==> src/hw/siop_pkg.sv <==
package siop_pkg;

    // ------------------------------------------------------------------
    // Widths
    // ------------------------------------------------------------------
    localparam int PORT_W  = 8;
    localparam int IDENT_W = 2;

    // ------------------------------------------------------------------
    // Register offsets (byte addresses on the register bus)
    // ------------------------------------------------------------------
    localparam logic [3:0] OFF_IDENT  = 4'h0;
    localparam logic [3:0] OFF_STATUS = 4'h4;
    localparam logic [3:0] OFF_PORT   = 4'h8;

    // ------------------------------------------------------------------
    // Field positions
    // ------------------------------------------------------------------
    localparam int ST_FLAG_BIT  = 0;
    localparam int ST_LIVE_BIT  = 1;
    localparam int ST_MODE_LSB  = 2;
    localparam int ST_BUSY_BIT  = 4;
    localparam int PR_LATCH_LSB = 0;
    localparam int PR_DIR_LSB   = 8;
    localparam int PR_PINS_LSB  = 16;

    // Control byte layout
    localparam int CB_TARGET_BIT = 5;
    localparam int CB_DIR_BIT    = 4;
    localparam int CB_FMT_HI_BIT = 3;
    localparam int CB_FMT_LO_BIT = 2;
    localparam int CB_MODE_HI    = 1;
    localparam int CB_MODE_LO    = 0;

    // ------------------------------------------------------------------
    // Reset values and encodings
    // ------------------------------------------------------------------
    localparam logic [7:0] RST_LATCH = 8'h00;
    localparam logic [7:0] RST_DIR   = 8'h00;
    localparam logic [1:0] RST_IDENT = 2'h0;
    localparam logic [1:0] RST_MODE  = 2'h0;
    localparam logic [2:0] LAST_BIT  = 3'h7;
    localparam logic [2:0] ID_BIT    = 3'h1;

    localparam logic [1:0] CMP_ANY_MISS = 2'h0;
    localparam logic [1:0] CMP_ALL_HIT  = 2'h1;
    localparam logic [1:0] CMP_ALL_MISS = 2'h2;
    localparam logic [1:0] CMP_ANY_HIT  = 2'h3;

    localparam logic [1:0] RESP_OKAY   = 2'h0;
    localparam logic [1:0] RESP_SLVERR = 2'h2;

    // Link states, Gray along idle, control, data
    typedef enum logic [1:0] {
        LNK_IDLE = 2'b00,
        LNK_CTRL = 2'b01,
        LNK_DATA = 2'b11,
        LNK_SKIP = 2'b10
    } siop_link_e;

endpackage : siop_pkg

==> src/hw/siop_sync.sv <==
`timescale 1ns/10ps
module siop_sync #(
    parameter int         W   = 1,
    parameter logic [W-1:0] RST = '0
) (
    // Clock and reset
    input  wire logic         aclk,
    input  wire logic         aresetn,
    // Asynchronous level in, synchronised level out
    input  wire logic [W-1:0] d,
    output logic      [W-1:0] q
);

    logic [W-1:0] meta;

    // Two flops; only the second stage is seen by the rest of the block
    always_ff @(posedge aclk) begin
        if (!aresetn) begin
            meta <= RST;
            q    <= RST;
        end else begin
            meta <= d;
            q    <= meta;
        end
    end

endmodule : siop_sync

==> src/hw/siop_top.sv <==
// Chosen here: the address map and the AXI4-Lite register port.
`timescale 1ns/10ps
module siop_top (
    // Clock and reset
    input  wire logic        aclk,
    input  wire logic        aresetn,
    // AXI4-Lite write address
    input  wire logic [3:0]  s_axi_awaddr,
    input  wire logic        s_axi_awvalid,
    output logic             s_axi_awready,
    // AXI4-Lite write data
    input  wire logic [31:0] s_axi_wdata,
    input  wire logic [3:0]  s_axi_wstrb,
    input  wire logic        s_axi_wvalid,
    output logic             s_axi_wready,
    // AXI4-Lite write response
    output logic [1:0]       s_axi_bresp,
    output logic             s_axi_bvalid,
    input  wire logic        s_axi_bready,
    // AXI4-Lite read address
    input  wire logic [3:0]  s_axi_araddr,
    input  wire logic        s_axi_arvalid,
    output logic             s_axi_arready,
    // AXI4-Lite read data
    output logic [31:0]      s_axi_rdata,
    output logic [1:0]       s_axi_rresp,
    output logic             s_axi_rvalid,
    input  wire logic        s_axi_rready,
    // Serial link
    input  wire logic        sck,
    input  wire logic        select_low,
    input  wire logic        mosi,
    output logic             miso,
    output logic             miso_oe_n,
    // Port pins, three signals per pin
    input  wire logic [7:0]  port_pins_i,
    output logic      [7:0]  port_pins_o,
    output logic      [7:0]  port_pins_oe_n
);

    // ------------------------------------------------------------------
    // Helper functions
    // ------------------------------------------------------------------

    // Compare condition over a per-bit match vector
    function automatic logic cond_eval(input logic [1:0] mode, input logic [7:0] hit);
        logic res;
        res = 1'b0;
        case (mode)
            siop_pkg::CMP_ANY_MISS: res = ~&hit;
            siop_pkg::CMP_ALL_HIT:  res = &hit;
            siop_pkg::CMP_ALL_MISS: res = ~|hit;
            siop_pkg::CMP_ANY_HIT:  res = |hit;
            default:                res = 1'b0;
        endcase
        return res;
    endfunction : cond_eval

    // New register value from old value, received byte and format bits
    function automatic logic [7:0] apply_write(input logic [1:0] fmt, input logic [7:0] old,
                                               input logic [7:0] din);
        logic [7:0] res;
        res = din;
        if (fmt[1]) begin
            if (fmt[0]) begin
                res = old | din;
            end else begin
                res = old & ~din;
            end
        end
        return res;
    endfunction : apply_write

    // ------------------------------------------------------------------
    // Input synchronisers
    // ------------------------------------------------------------------
    logic [10:0] sync_q;
    logic        sck_s;
    logic        sel_s;
    logic        mosi_s;
    logic [7:0]  pins_s;

    // Serial clock sampled like any other pin; link rate stays well below aclk
    siop_sync #(
        .W   (11),
        .RST (11'h200)
    ) u_sync (
        .aclk    (aclk),
        .aresetn (aresetn),
        .d       ({sck, select_low, mosi, port_pins_i}),
        .q       (sync_q)
    );

    assign sck_s  = sync_q[10];
    assign sel_s  = sync_q[9];
    assign mosi_s = sync_q[8];
    assign pins_s = sync_q[7:0];

    // ------------------------------------------------------------------
    // Port registers and compare
    // ------------------------------------------------------------------
    logic [7:0] latch_bits;
    logic [7:0] dir_bits;
    logic [1:0] ident_cfg;
    logic [1:0] cmp_mode;
    logic       cmp_flag;
    logic [7:0] hit_vec;
    logic       cond_now;
    logic [7:0] latch_view;

    // Outputs always match, inputs compare live level with latch
    assign hit_vec    = dir_bits | ~(pins_s ^ latch_bits);
    assign cond_now   = cond_eval(cmp_mode, hit_vec);
    assign latch_view = (dir_bits & latch_bits) | (~dir_bits & pins_s);

    // ------------------------------------------------------------------
    // Link edge detection
    // ------------------------------------------------------------------
    logic sck_d;
    logic sel_d;
    logic cpol;
    logic sel_fall;
    logic sel_rise;
    logic sck_edge;
    logic lead_edge;
    logic trail_edge;

    always_ff @(posedge aclk) begin
        if (!aresetn) begin
            sck_d <= 1'b0;
            sel_d <= 1'b1;
        end else begin
            sck_d <= sck_s;
            sel_d <= sel_s;
        end
    end

    assign sel_fall   = sel_d & ~sel_s;
    assign sel_rise   = ~sel_d & sel_s;
    assign sck_edge   = (sck_s != sck_d) & ~sel_s;
    // Leading edge leaves the idle level and shifts out, trailing edge captures
    assign lead_edge  = sck_edge & (sck_s != cpol);
    assign trail_edge = sck_edge & (sck_s == cpol);

    // ------------------------------------------------------------------
    // Serial engine
    // ------------------------------------------------------------------
    siop_pkg::siop_link_e lnk_state;
    logic [7:0] rx_sh;
    logic [7:0] tx_sh;
    logic [2:0] bit_cnt;
    logic       tgt_dir;
    logic       wr_op;
    logic [1:0] fmt;
    logic       wr_done;
    logic [7:0] rx_byte;
    logic [7:0] tgt_view;

    assign rx_byte  = {rx_sh[6:0], mosi_s};
    assign tgt_view = tgt_dir ? dir_bits : latch_view;

    // Framing, shifting and register updates; select release wins over all
    always_ff @(posedge aclk) begin
        if (!aresetn) begin
            lnk_state      <= siop_pkg::LNK_IDLE;
            rx_sh          <= 8'h00;
            tx_sh          <= 8'h00;
            bit_cnt        <= 3'h0;
            cpol           <= 1'b0;
            cmp_flag       <= 1'b0;
            cmp_mode       <= siop_pkg::RST_MODE;
            tgt_dir        <= 1'b0;
            wr_op          <= 1'b0;
            fmt            <= 2'h0;
            wr_done        <= 1'b0;
            miso           <= 1'b0;
            miso_oe_n      <= 1'b1;
            latch_bits     <= siop_pkg::RST_LATCH;
            dir_bits       <= siop_pkg::RST_DIR;
            port_pins_o    <= siop_pkg::RST_LATCH;
            port_pins_oe_n <= ~siop_pkg::RST_DIR;
        end else if (sel_rise) begin
            lnk_state <= siop_pkg::LNK_IDLE;
            bit_cnt   <= 3'h0;
            rx_sh     <= 8'h00;
            wr_done   <= 1'b0;
            miso_oe_n <= 1'b1;
        end else if (sel_fall) begin
            cpol      <= sck_s;
            cmp_flag  <= cond_now;
            tx_sh     <= {cond_now, 7'h00};
            bit_cnt   <= 3'h0;
            wr_done   <= 1'b0;
            lnk_state <= siop_pkg::LNK_CTRL;
            miso      <= 1'b0;
            miso_oe_n <= 1'b0;
        end else begin
            case (lnk_state)
                siop_pkg::LNK_IDLE: begin
                    miso_oe_n <= 1'b1;
                end
                siop_pkg::LNK_SKIP: begin
                    miso_oe_n <= 1'b1;
                end
                siop_pkg::LNK_CTRL, siop_pkg::LNK_DATA: begin
                    if (lead_edge) begin
                        miso  <= tx_sh[7];
                        tx_sh <= {tx_sh[6:0], 1'b0};
                    end
                    if (trail_edge) begin
                        rx_sh   <= rx_byte;
                        bit_cnt <= bit_cnt + 3'h1;
                        if (lnk_state == siop_pkg::LNK_CTRL && bit_cnt == siop_pkg::ID_BIT
                            && rx_byte[1:0] != ident_cfg) begin
                            lnk_state <= siop_pkg::LNK_SKIP;
                            miso_oe_n <= 1'b1;
                        end else if (bit_cnt == siop_pkg::LAST_BIT) begin
                            if (lnk_state == siop_pkg::LNK_CTRL) begin
                                tgt_dir   <= rx_byte[siop_pkg::CB_TARGET_BIT];
                                wr_op     <= rx_byte[siop_pkg::CB_DIR_BIT];
                                fmt       <= {rx_byte[siop_pkg::CB_FMT_HI_BIT],
                                              rx_byte[siop_pkg::CB_FMT_LO_BIT]};
                                cmp_mode  <= {rx_byte[siop_pkg::CB_MODE_HI],
                                              rx_byte[siop_pkg::CB_MODE_LO]};
                                // Old content goes out next, for reads and writes alike
                                tx_sh     <= rx_byte[siop_pkg::CB_TARGET_BIT] ?
                                             dir_bits : latch_view;
                                lnk_state <= siop_pkg::LNK_DATA;
                            end else if (wr_op) begin
                                // Commit at the eighth captured bit; pins follow now
                                wr_done   <= 1'b1;
                                miso_oe_n <= 1'b1;
                                if (tgt_dir) begin
                                    dir_bits       <= apply_write(fmt, dir_bits, rx_byte);
                                    port_pins_oe_n <= ~apply_write(fmt, dir_bits, rx_byte);
                                end else begin
                                    latch_bits     <= apply_write(fmt, latch_bits, rx_byte);
                                    port_pins_o    <= apply_write(fmt, latch_bits, rx_byte);
                                end
                            end else begin
                                tx_sh <= tgt_view;
                            end
                        end
                    end
                    // Once a write is done MISO stays released to frame end
                    if (wr_done) begin
                        miso_oe_n <= 1'b1;
                    end
                end
                default: begin
                    lnk_state <= siop_pkg::LNK_IDLE;
                end
            endcase
        end
    end

    // ------------------------------------------------------------------
    // AXI4-Lite write channel
    // ------------------------------------------------------------------
    logic       aw_held;
    logic       w_held;
    logic [3:0] aw_addr;
    logic [31:0] w_data;
    logic [3:0] w_strb;

    // Address and data taken in either order; response once both are held
    always_ff @(posedge aclk) begin
        if (!aresetn) begin
            aw_held       <= 1'b0;
            w_held        <= 1'b0;
            aw_addr       <= 4'h0;
            w_data        <= 32'h0000_0000;
            w_strb        <= 4'h0;
            s_axi_awready <= 1'b0;
            s_axi_wready  <= 1'b0;
            s_axi_bvalid  <= 1'b0;
            s_axi_bresp   <= siop_pkg::RESP_OKAY;
            ident_cfg     <= siop_pkg::RST_IDENT;
        end else begin
            s_axi_awready <= 1'b0;
            s_axi_wready  <= 1'b0;
            if (s_axi_awvalid && !aw_held && !s_axi_awready && !s_axi_bvalid) begin
                s_axi_awready <= 1'b1;
                aw_held       <= 1'b1;
                aw_addr       <= s_axi_awaddr;
            end
            if (s_axi_wvalid && !w_held && !s_axi_wready && !s_axi_bvalid) begin
                s_axi_wready <= 1'b1;
                w_held       <= 1'b1;
                w_data       <= s_axi_wdata;
                w_strb       <= s_axi_wstrb;
            end
            if (aw_held && w_held && !s_axi_bvalid) begin
                aw_held      <= 1'b0;
                w_held       <= 1'b0;
                s_axi_bvalid <= 1'b1;
                if (aw_addr == siop_pkg::OFF_IDENT) begin
                    s_axi_bresp <= siop_pkg::RESP_OKAY;
                    if (w_strb[0]) begin
                        ident_cfg <= w_data[1:0];
                    end
                end else if (aw_addr == siop_pkg::OFF_STATUS ||
                             aw_addr == siop_pkg::OFF_PORT) begin
                    s_axi_bresp <= siop_pkg::RESP_OKAY; // Read-only, write ignored
                end else begin
                    s_axi_bresp <= siop_pkg::RESP_SLVERR;
                end
            end else if (s_axi_bvalid && s_axi_bready) begin
                s_axi_bvalid <= 1'b0;
            end
        end
    end

    // ------------------------------------------------------------------
    // AXI4-Lite read channel
    // ------------------------------------------------------------------
    logic [31:0] rd_word;
    logic        rd_hit;

    // Read mux; unmapped words read zero with an error
    always_comb begin
        rd_word = 32'h0000_0000;
        rd_hit  = 1'b1;
        case (s_axi_araddr)
            siop_pkg::OFF_IDENT: begin
                rd_word[1:0] = ident_cfg;
            end
            siop_pkg::OFF_STATUS: begin
                rd_word[siop_pkg::ST_FLAG_BIT]                    = cmp_flag;
                rd_word[siop_pkg::ST_LIVE_BIT]                    = cond_now;
                rd_word[siop_pkg::ST_MODE_LSB +: 2]               = cmp_mode;
                rd_word[siop_pkg::ST_BUSY_BIT]                    = ~sel_s;
            end
            siop_pkg::OFF_PORT: begin
                rd_word[siop_pkg::PR_LATCH_LSB +: 8] = latch_bits;
                rd_word[siop_pkg::PR_DIR_LSB +: 8]   = dir_bits;
                rd_word[siop_pkg::PR_PINS_LSB +: 8]  = pins_s;
            end
            default: begin
                rd_hit = 1'b0;
            end
        endcase
    end

    // One read at a time; address taken and answered on the same edge
    always_ff @(posedge aclk) begin
        if (!aresetn) begin
            s_axi_arready <= 1'b0;
            s_axi_rvalid  <= 1'b0;
            s_axi_rdata   <= 32'h0000_0000;
            s_axi_rresp   <= siop_pkg::RESP_OKAY;
        end else begin
            s_axi_arready <= 1'b0;
            if (s_axi_rvalid) begin
                if (s_axi_rready) begin
                    s_axi_rvalid <= 1'b0;
                end
            end else if (s_axi_arvalid && !s_axi_arready) begin
                s_axi_arready <= 1'b1;
                s_axi_rvalid  <= 1'b1;
                s_axi_rdata   <= rd_word;
                s_axi_rresp   <= rd_hit ? siop_pkg::RESP_OKAY : siop_pkg::RESP_SLVERR;
            end
        end
    end

endmodule : siop_top

==> config.mk <==
export PLATFORM = sky130hd
export DESIGN_NAME = siop_top
export DESIGN_NICKNAME = d
export VERILOG_FILES = /design/src/hw/siop_pkg.sv /design/src/hw/siop_sync.sv /design/src/hw/siop_top.sv
export SDC_FILE = /design/constraint.sdc
export NUM_CORES = 1
export LEC_CHECK = 0
export BUFFER_PORTS_ARGS = -buffer_cell sky130_fd_sc_hd__buf_2
export CAP_MARGIN = 10
export CORE_UTILIZATION = 58
export CTS_BUF_LIST = sky130_fd_sc_hd__clkbuf_16
export CTS_CLUSTER_SIZE = 16
export DETAILED_ROUTE_END_ITERATION = 7
export PLACE_DENSITY = 0.91
export SYNTH_ARGS = -nofsm -noshare
export SYNTH_HDL_FRONTEND = slang
export SYNTH_SLANG_ARGS = --single-unit
==> constraint.sdc <==
create_clock -name aclk -period 6.2 [get_ports aclk]
set_input_delay 1.24 -clock aclk [delete_from_list [all_inputs] [get_ports aclk]]
set_output_delay 1.24 -clock aclk [all_outputs]
set_load 0.1 [all_outputs]
==> results of run 1 <==
## per-stage QoR
stage	hold WS (ns)	utilization	setup WS [ns]	total power, µW
after floorplan	0.386	-	3.76	936
after global routing	0.445	0.709	2.60	2040
final	0.414	0.709	2.84	1990
after global placement	0.395	0.638	2.79	952
after detailed placement	0.401	0.638	2.58	956
after CTS	0.419	0.709	2.90	2000
## final timing paths
| kind | startpoint | endpoint | slack, ns |
|---|---|---|---|
| max | s_axi_arvalid | s_axi_rdata[6] | 2.84 |
| min reg2reg | u_sync.meta[9] | u_sync.q[9] | 0.41 |
| max reg2reg | s_axi_rvalid | s_axi_rdata[6] | 3.33 |
| min | u_sync.meta[9] | u_sync.q[9] | 0.41 |
## routing by layer
metal  global-route usage  vias to the layer above  part of all wire  wire length [µm]
met3               0.0770                       85             0.090              1260
met1                0.346                     2197              0.38              5290
met4                0.186                        0             0.049               684
li1                     -                     2119                 -                 -
met5                    0                        -                 0                 0
met2                0.508                      284              0.48              6810
## flip-flops by register name, indices dropped and copies added, names as in the netlist, 2 cells and up, named ones only
| register | count |
|---|---|
| bit_cnt | 3 |
| dir_bits | 8 |
| ident_cfg | 2 |
| rx_sh | 7 |
| port_pins_oe_n | 8 |
| w_data | 2 |
| lnk_state | 2 |
| tx_sh | 8 |
| aw_addr | 4 |
| u_sync.meta | 11 |
| cmp_mode | 2 |
| s_axi_rdata | 24 |
| u_sync.q | 11 |
| fmt | 2 |
## cells by family (layout without fill, tap and decap cells)
kind of cell | after synthesis | in the layout
AO/OA/AOI/OAI | 144 | 144
other | 1 | 10
flip-flops | 121 | 121
AND/OR/NAND/NOR | 205 | 205
XOR/XNOR | 12 | 12
buffers and inverters | 52 | 119
adder cells (fa/ha/maj) | 5 | 5
multiplexers | 33 | 33
## power by group through the flow
stage          Combinational (µW)  Sequential, µW  Clock [µW]
3_5_place_dp                  131             826           0
4_1_cts                       133             809        1060
6_report                      134             809        1050
3_3_place_gp                  128             824           0
2_1_floorplan                90.9             845           0
5_1_grt                       143             811        1090
## Yosys cell counts (all sizes together), types with 3 or more instances
library cell  number
nand2b             9
mux2i             33
a22o               3
dfxtp            121
ha                 5
o21a               7
nand2             18
o22ai              4
nor3               4
nor4               8
nor2              89
a22oi             30
nor3b              9
nor2b             14
nand3              4
xnor2             10
o21ai             33
buf               29
clkbuf            14
nor4b              5
a211oi            16
and2              31
a21oi             42
inv                9
## layout make-up
type                            instances  share of cell area
Clock buffer                           17              0.0684
Sequential cell                       121               0.390
Timing Repair Buffer                   78              0.0632
Tap cell                              108              0.0217
Clock inverter                         15              0.0326
Multi-Input combinational cell        409               0.419
Inverter                                9             0.00543
==> flow_summary.json, run 1 <==
{
  "arrival_ns": 3.70,
  "drt-initial-drc-count": 427,
  "vias": 4685,
  "post_cts_buffers": 0,
  "seqPwrFrac": 0.406,
  "synthAdderAreaFrac": 0.0119,
  "max_cap_violations": 0,
  "insertion_delay_ns": 0.42,
  "worstSetupPathType": "primary input to flop",
  "cp_cell_sequence": "buf_2, nand2_1, nor3_1, and2_1, a22oi_1, nor2_1",
  "start_util": 0.602,
  "ys.flop_type": "dfxtp_1",
  "multiInputGateArea_mm2": 0.00261,
  "postRouteAntennaNets": 0,
  "nFillCells": 629,
  "drive_above_1_share": 0.196,
  "critical-path-top-delay-family": "simple AND/OR/NAND/NOR gates",
  "synth-seq-area-share": 0.459,
  "synth_area_leaders": "dfxtp_1 (46%), mux2i_1 (6.3%), nor2_1 (6.2%)",
  "status": "finished, final reports clean",
  "yosysTopAreaCell": "dfxtp_1",
  "fin_area_mm2": 0.00622,
  "grt_usage": 0.303,
  "powerDensity_mw_per_mm2": 321,
  "die_area_mm2": 0.00948,
  "synth-compound-area-share": 0.179,
  "comb_power_share": 0.067,
  "dpl_cell_area_mm2": 0.00559,
  "area_delta_synth_final_pct": 17.9,
  "grt_pass1_vias": 4674,
  "synth_simple_gate_area_frac": 0.214,
  "synth_top_area_frac": 0.459,
  "clockBufferDepth": 2,
  "clkSinkCount": 121,
  "die_h_um": 97.4,
  "synth_top_family_by_area": "simple AND/OR/NAND/NOR gates",
  "core-area_mm2": 0.00876,
  "rsz0062_at_grt": "no",
  "antennaDiodeCount": 0,
  "tns_ns": 0,
  "dpl.cell_count": 725,
  "route.detailed.wl_per_inst_um": 18.5,
  "skew_ns": 0.00952,
  "syn_area_mm2": 0.00527,
  "required_ns": 6.54,
  "final_hold_viol_count": 0,
  "ir_worst_vdd_v": 0.000212,
  "cts_hold_buf": 0,
  "hold-path-cell-count": 1,
  "critPathSlowestCell": "nor3_1",
  "synthCells": 573,
  "ys_warn_count": 0,
  "leakagePower_uw": 0.00243,
  "synth_xor_area_frac": 0.0199,
  "layout.nets": 703,
  "via_per_inst": 6.19,
  "relSlewSlack": 0.280,
  "cp_num_cells": 6,
  "io_pins": 121,
  "synthArstFlopShare": 0,
  "h-tree-depth": 4,
  "p_int_uw": 1480,
  "ys_ff_latch": 121,
  "numPortBuffers": 77,
  "seq_area_mm2": 0.00242,
  "path_max_fanout": 30,
  "grt_overflow": 0,
  "cts_tree": "done",
  "critPathMaxStageDelay_ns": 0.78,
  "place.gp.congestion": 0.931,
  "period_share": 0.542,
  "final_common_cell": "dfxtp_1",
  "hold_path_class": "flop to flop",
  "drcViolationCount": 0,
  "dp_hpwl_um": 8650,
  "path_clk_slew_ns": 0.06,
  "cts-root-buf": "clkbuf_16",
  "synth_mux_area_frac": 0.0626,
  "finalNonFillerCells": 757,
  "mostFrequentLayoutCells": "dfxtp_1 (121), nor2_1 (87), buf_2 (77), a21oi_1 (41), mux2i_1 (33)",
  "p_sw_uw": 517,
  "path_buf_inv": 1,
  "cts_buffers": 17,
  "period_needed_ns": 3.36,
  "std_cell_rows": 34,
  "max_freq_ghz": 0.298,
  "drt-total-wl_um": 14000,
  "grt_pass1_wl_um": 22800,
  "swShare": 0.259,
  "grt_antenna_before_repair": 0,
  "ys_types": 56,
  "grt_max_degree": 48,
  "drv_slew": 0,
  "avgSynthCellArea_um2": 9.20,
  "pwr-share-clk": 0.527,
  "setup_viol": 0,
  "worstSetupEndpointType": "flop",
  "cp-start-kind": "primary input",
  "ctsResizeCount": 0,
  "synth_edf_count": 0,
  "drt_pass1_iterations": 6,
  "die-width_um": 97.4,
  "tightest_slew_ns": 1.08,
  "rr_worst_depth": 6
}
Power figures use the tool's default switching activity.
==> run 2: changes to the inputs <==
Settings changed: CORE_UTILIZATION 58 to 54, PLACE_DENSITY 0.91 to 0.86.
Clock period 6.2 ns to 3.3 ns, I/O delays scaled along.
==> flow_summary.json, run 2 (synthesized netlist as in run 1, its figures left out) <==
{
  "status": "finished, final reports clean",
  "largest_reg_flops": 24,
  "vias": 4539,
  "clkSinkCount": 121,
  "cp_cell_sequence": "inv_1, ha_1, nor2_1, nand2_1, or4_4, nor2_8, nand2_1, a21oi_1",
  "comb_power_share": 0.072,
  "via_per_inst": 5.82,
  "post_cts_buffers": 0,
  "drcViolationCount": 0,
  "finalNonFillerCells": 780,
  "drt-met1-wl_um": 5460,
  "tightest_slew_ns": 1.05,
  "worstHoldStart": "u_sync.meta[9]",
  "grt_max_degree": 44,
  "power_uw": 3530,
  "path_clk_slew_ns": 0.06,
  "pwr-share-clk": 0.498,
  "tns_ns": 0,
  "critPathMaxStageDelay_ns": 0.58,
  "insertion_delay_ns": 0.41,
  "top_register": "s_axi_rdata",
  "required_ns": 3.63,
  "antennaDiodeCount": 0,
  "max_cap_violations": 0,
  "mostFrequentLayoutCells": "dfxtp_1 (121), nor2_1 (87), buf_2 (77), a21oi_1 (41), mux2i_1 (33)",
  "dpl.cell_count": 749,
  "drt_pass1_iterations": 5,
  "area_delta_synth_final_pct": 17.5,
  "final_common_cell": "dfxtp_1",
  "cp-startpoint": "u_sync.q[9]",
  "largest_registers": "s_axi_rdata: 24 flops, u_sync.meta: 11 flops, u_sync.q: 11 flops",
  "path_buf_inv": 1,
  "grt_pass1_vias": 4370,
  "worstSetupPathType": "flop to flop",
  "rsz0062_at_grt": "no",
  "swShare": 0.249,
  "period_share": 0.809,
  "met3_length_um": 806,
  "die-width_um": 101,
  "drt-total-wl_um": 13100,
  "drv_slew": 0,
  "postRouteAntennaNets": 0,
  "grt_usage": 0.270,
  "route.detailed.wl_per_inst_um": 16.8,
  "p_int_uw": 2660,
  "std_cell_rows": 35,
  "grt_antenna_before_repair": 0,
  "place.gp.congestion": 0.893,
  "skew_ns": 0.0115,
  "cts-root-buf": "clkbuf_16",
  "grt_pass1_wl_um": 21200,
  "numPortBuffers": 77,
  "final_hold_viol_count": 0,
  "route.met2.wl_um": 6470,
  "clockBufferDepth": 2,
  "grt_overflow": 0,
  "io_pins": 121,
  "arrival_ns": 3.00,
  "critPathSlowestCell": "or4_4",
  "max_freq_ghz": 0.375,
  "start_util": 0.563,
  "critical-path-top-delay-family": "simple AND/OR/NAND/NOR gates",
  "cts_hold_buf": 0,
  "ff2ff_setup_slack_ns": 0.63,
  "die_area_mm2": 0.0102,
  "rr_startpoint": "u_sync.q[9]",
  "powerDensity_mw_per_mm2": 570,
  "h-tree-depth": 4,
  "layout.nets": 706,
  "path_max_fanout": 13,
  "cts_tree": "done",
  "core-area_mm2": 0.00937,
  "die_h_um": 101,
  "worstSetupEndpointType": "flop",
  "ir_worst_vdd_v": 0.000353,
  "drt-initial-drc-count": 248,
  "drive_above_1_share": 0.192,
  "hold_path_class": "flop to flop",
  "setup_viol": 0,
  "topRoutingLayerUsed": "met4",
  "relSlewSlack": 0.289,
  "cp-start-kind": "flop",
  "dp_hpwl_um": 8670,
  "leakagePower_uw": 0.00242,
  "cpMostUsedCell": "nand2_1",
  "period_needed_ns": 2.67,
  "cts_buffers": 17,
  "ctsResizeCount": 0,
  "seqPwrFrac": 0.430,
  "p_sw_uw": 880
}
## run 2: final cells by class
| type | instances | area [µm²] |
|---|---|---|
| Tap cell | 129 | 161 |
| Clock inverter | 14 | 134 |
| Inverter | 9 | 33.8 |
| Clock buffer | 17 | 425 |
| Fill cell | 731 | 3170 |
| Timing Repair Buffer | 81 | 415 |
| Sequential cell | 121 | 2420 |
| Multi-Input combinational cell | 409 | 2610 |
## run 2: path summary, 6_finish.rpt
check | end | depth (start not counted)
setup / recovery | flop | 8
hold / removal | u_sync.q[9] | 1
setup reg to reg | flop | 8
hold reg to reg | u_sync.q[9] | 1
## run 2: power by group through the flow
| stage | Clock, µW | Combinational (µW) | Sequential (µW) |
|---|---|---|---|
| 2_1_floorplan | 0 | 171 | 1590 |
| 3_3_place_gp | 0 | 244 | 1550 |
| 3_5_place_dp | 0 | 250 | 1550 |
| 4_1_cts | 1780 | 252 | 1520 |
| 5_1_grt | 1840 | 271 | 1520 |
| 6_report | 1760 | 254 | 1520 |
## run 2: stage by stage
stage	setup slack (ns)	cell area, µm²	hold slack (ns)	util
final	0.630	6200	0.429	0.661
after CTS	0.672	6200	0.434	0.661
after global placement	0.771	5640	0.413	0.602
after floorplan	1.11	5310	0.386	-
after detailed placement	0.684	5640	0.418	0.602
after global routing	0.479	6200	0.442	0.661
## run 2: layer usage
layer / track usage / vias up
met5: 0 / -
met4: 0.135 / 0
met3: 0.0603 / 38
met2: 0.457 / 201
met1: 0.323 / 2173
li1: - / 2127
==> run 3: changes to the inputs <==
Settings changed: CORE_UTILIZATION 54 to 49, PLACE_DENSITY 0.86 to 0.82.
Clock period 3.3 ns to 2.2 ns, I/O delays scaled along.
==> flow_summary.json, run 3 (synthesized netlist as in run 1, its figures left out) <==
{
  "status": "finished, final reports clean",
  "grt_pass1_vias": 4481,
  "largest_registers": "s_axi_rdata: 24 flops, u_sync.meta: 11 flops, u_sync.q: 11 flops",
  "path_max_fanout": 8,
  "drt_pass1_iterations": 5,
  "antennaDiodeCount": 0,
  "cp-start-kind": "flop",
  "leakagePower_uw": 0.00257,
  "grt_usage": 0.246,
  "grtUsageMet2": 0.420,
  "cp_cell_sequence": "nand2b_1, buf_4, mux2i_1, a211oi_1, o21ai_0, a22oi_1, nor2_1",
  "clockBufferDepth": 2,
  "required_ns": 2.55,
  "grt_max_degree": 67,
  "final_common_cell": "dfxtp_1",
  "drive_above_1_share": 0.237,
  "drv_slew": 0,
  "grt_pass1_wl_um": 21500,
  "vias": 4690,
  "postRouteAntennaNets": 0,
  "worstSetupEndpointType": "flop",
  "path_buf_inv": 1,
  "mostFrequentLayoutCells": "dfxtp_1 (118), nor2_1 (86), buf_2 (77), a21oi_1 (40), mux2i_1 (33)",
  "drcViolationCount": 0,
  "ir_worst_vdd_v": 0.000587,
  "cts_hold_buf": 0,
  "largest_reg_flops": 24,
  "top_register": "s_axi_rdata",
  "utilization": 0.624,
  "fin_area_mm2": 0.00647,
  "dpl_cell_area_mm2": 0.00582,
  "drt-initial-drc-count": 299,
  "drt-total-wl_um": 13600,
  "grt_overflow": 0,
  "final_hold_viol_count": 0,
  "grt_util_met3": 0.0656,
  "setup_viol": 0,
  "die-width_um": 106,
  "clkSinkCount": 121,
  "critical-path-top-delay-family": "compound AO/OA/AOI/OAI gates",
  "insertion_delay_ns": 0.42,
  "path_clk_slew_ns": 0.06,
  "place.gp.congestion": 0.954,
  "period_needed_ns": 2.17,
  "relSlewSlack": 0.515,
  "cts_tree": "done",
  "layout.nets": 730,
  "start_util": 0.509,
  "skew_ns": 0.0107,
  "die_area_mm2": 0.0112,
  "r2r_end": "tx_sh[5]",
  "std_cell_rows": 37,
  "grt_util_met1": 0.280,
  "h-tree-depth": 4,
  "rr_startpoint": "lnk_state[0]",
  "grt_antenna_before_repair": 0,
  "tns_ns": 0,
  "cts_buffers": 17,
  "area_delta_synth_final_pct": 22.7,
  "power_uw": 5560,
  "route.detailed.wl_per_inst_um": 16.8,
  "max_cap_violations": 0,
  "numPortBuffers": 77,
  "tightest_slew_ns": 0.725,
  "arrival_ns": 2.52,
  "hold-path-cell-count": 2,
  "ff2ff_setup_slack_ns": 0.03,
  "max_freq_ghz": 0.461,
  "holdPathEnd": "u_sync.meta[9]",
  "worstHoldStart": "select_low",
  "busiest_layer": "met2",
  "powerDensity_mw_per_mm2": 859,
  "critPathSlowestCell": "dfxtp_1",
  "rr_worst_depth": 7,
  "dp_hpwl_um": 9090,
  "worstSetupPathType": "flop to flop",
  "via_per_inst": 5.78,
  "core-area_mm2": 0.0104,
  "period_share": 0.987,
  "io_pins": 121,
  "critPathMaxStageDelay_ns": 0.50,
  "cts-root-buf": "clkbuf_16",
  "die_h_um": 106,
  "hold_path_class": "primary input to flop",
  "nFillCells": 836
}
run 3: through the flow:
step / cells / worst slack, ns / hold slack [ns]
after floorplan: 582 / 0.00509 / 0.386
after global routing: 812 / -0.00338 / 0.207
after CTS: 810 / 0.0238 / 0.210
after global placement: 778 / 0.144 / 0.415
final: 812 / 0.0290 / 0.210
after detailed placement: 778 / 0.0516 / 0.422
run 3: cell type report:
class                           instances  area, µm²  share of cell area
Clock buffer                           17        425              0.0657
Timing Repair Buffer                  105        608              0.0939
Tap cell                              136        170              0.0263
Sequential cell                       121       2430               0.375
Multi-Input combinational cell        409       2620               0.405
Inverter                                9       33.8             0.00522
Clock inverter                         15        189              0.0292
run 3: what timing repair did:
| item | in CTS | in global routing |
|---|---|---|
| gates resized for setup | 0 | 7 |
| setup buffers | 0 | 2 |
| hold endpoints to repair | 0 | 0 |
| endpoints found under the setup margin | 0 | 23 |
run 3: worst max-delay path by stage:
stage | from | end | slack (ns) | cells past startpoint
2_1_floorplan | flop | tx_sh[7] | 0.005 | 6
3_3_place_gp | cpol | port_pins_oe_n[3] | 0.14 | 6
3_5_place_dp | cpol | port_pins_oe_n[6] | 0.05 | 6
4_1_cts | cpol | port_pins_oe_n[4] | 0.02 | 6
5_1_grt | bit_cnt[0] | flop | -0.003 | 7
6_report | lnk_state[0] | tx_sh[5] | 0.03 | 7
run 3: power breakdown:
part / switching [µW] / internal, µW / leakage (µW) / total (µW)
Clock: 1080 / 1800 / 0.000291 / 2890
Sequential: 37.2 / 2240 / 0.000984 / 2280
Combinational: 288 / 109 / 0.00129 / 397
run 3: worst reg2reg max path, cell delays in order, from the launching register on:
cell and delay, ns:
dfxtp_1 0.50, nand2b_1 0.16, buf_4 0.19, mux2i_1 0.48, a211oi_1 0.18, o21ai_0 0.37
a22oi_1 0.13, nor2_1 0.11
run 3: per-layer routing:
layer	up-vias	wire [µm]
li1	2179	-
met1	2255	5400
met5	-	0
met2	213	6800
met3	43	999
met4	0	446
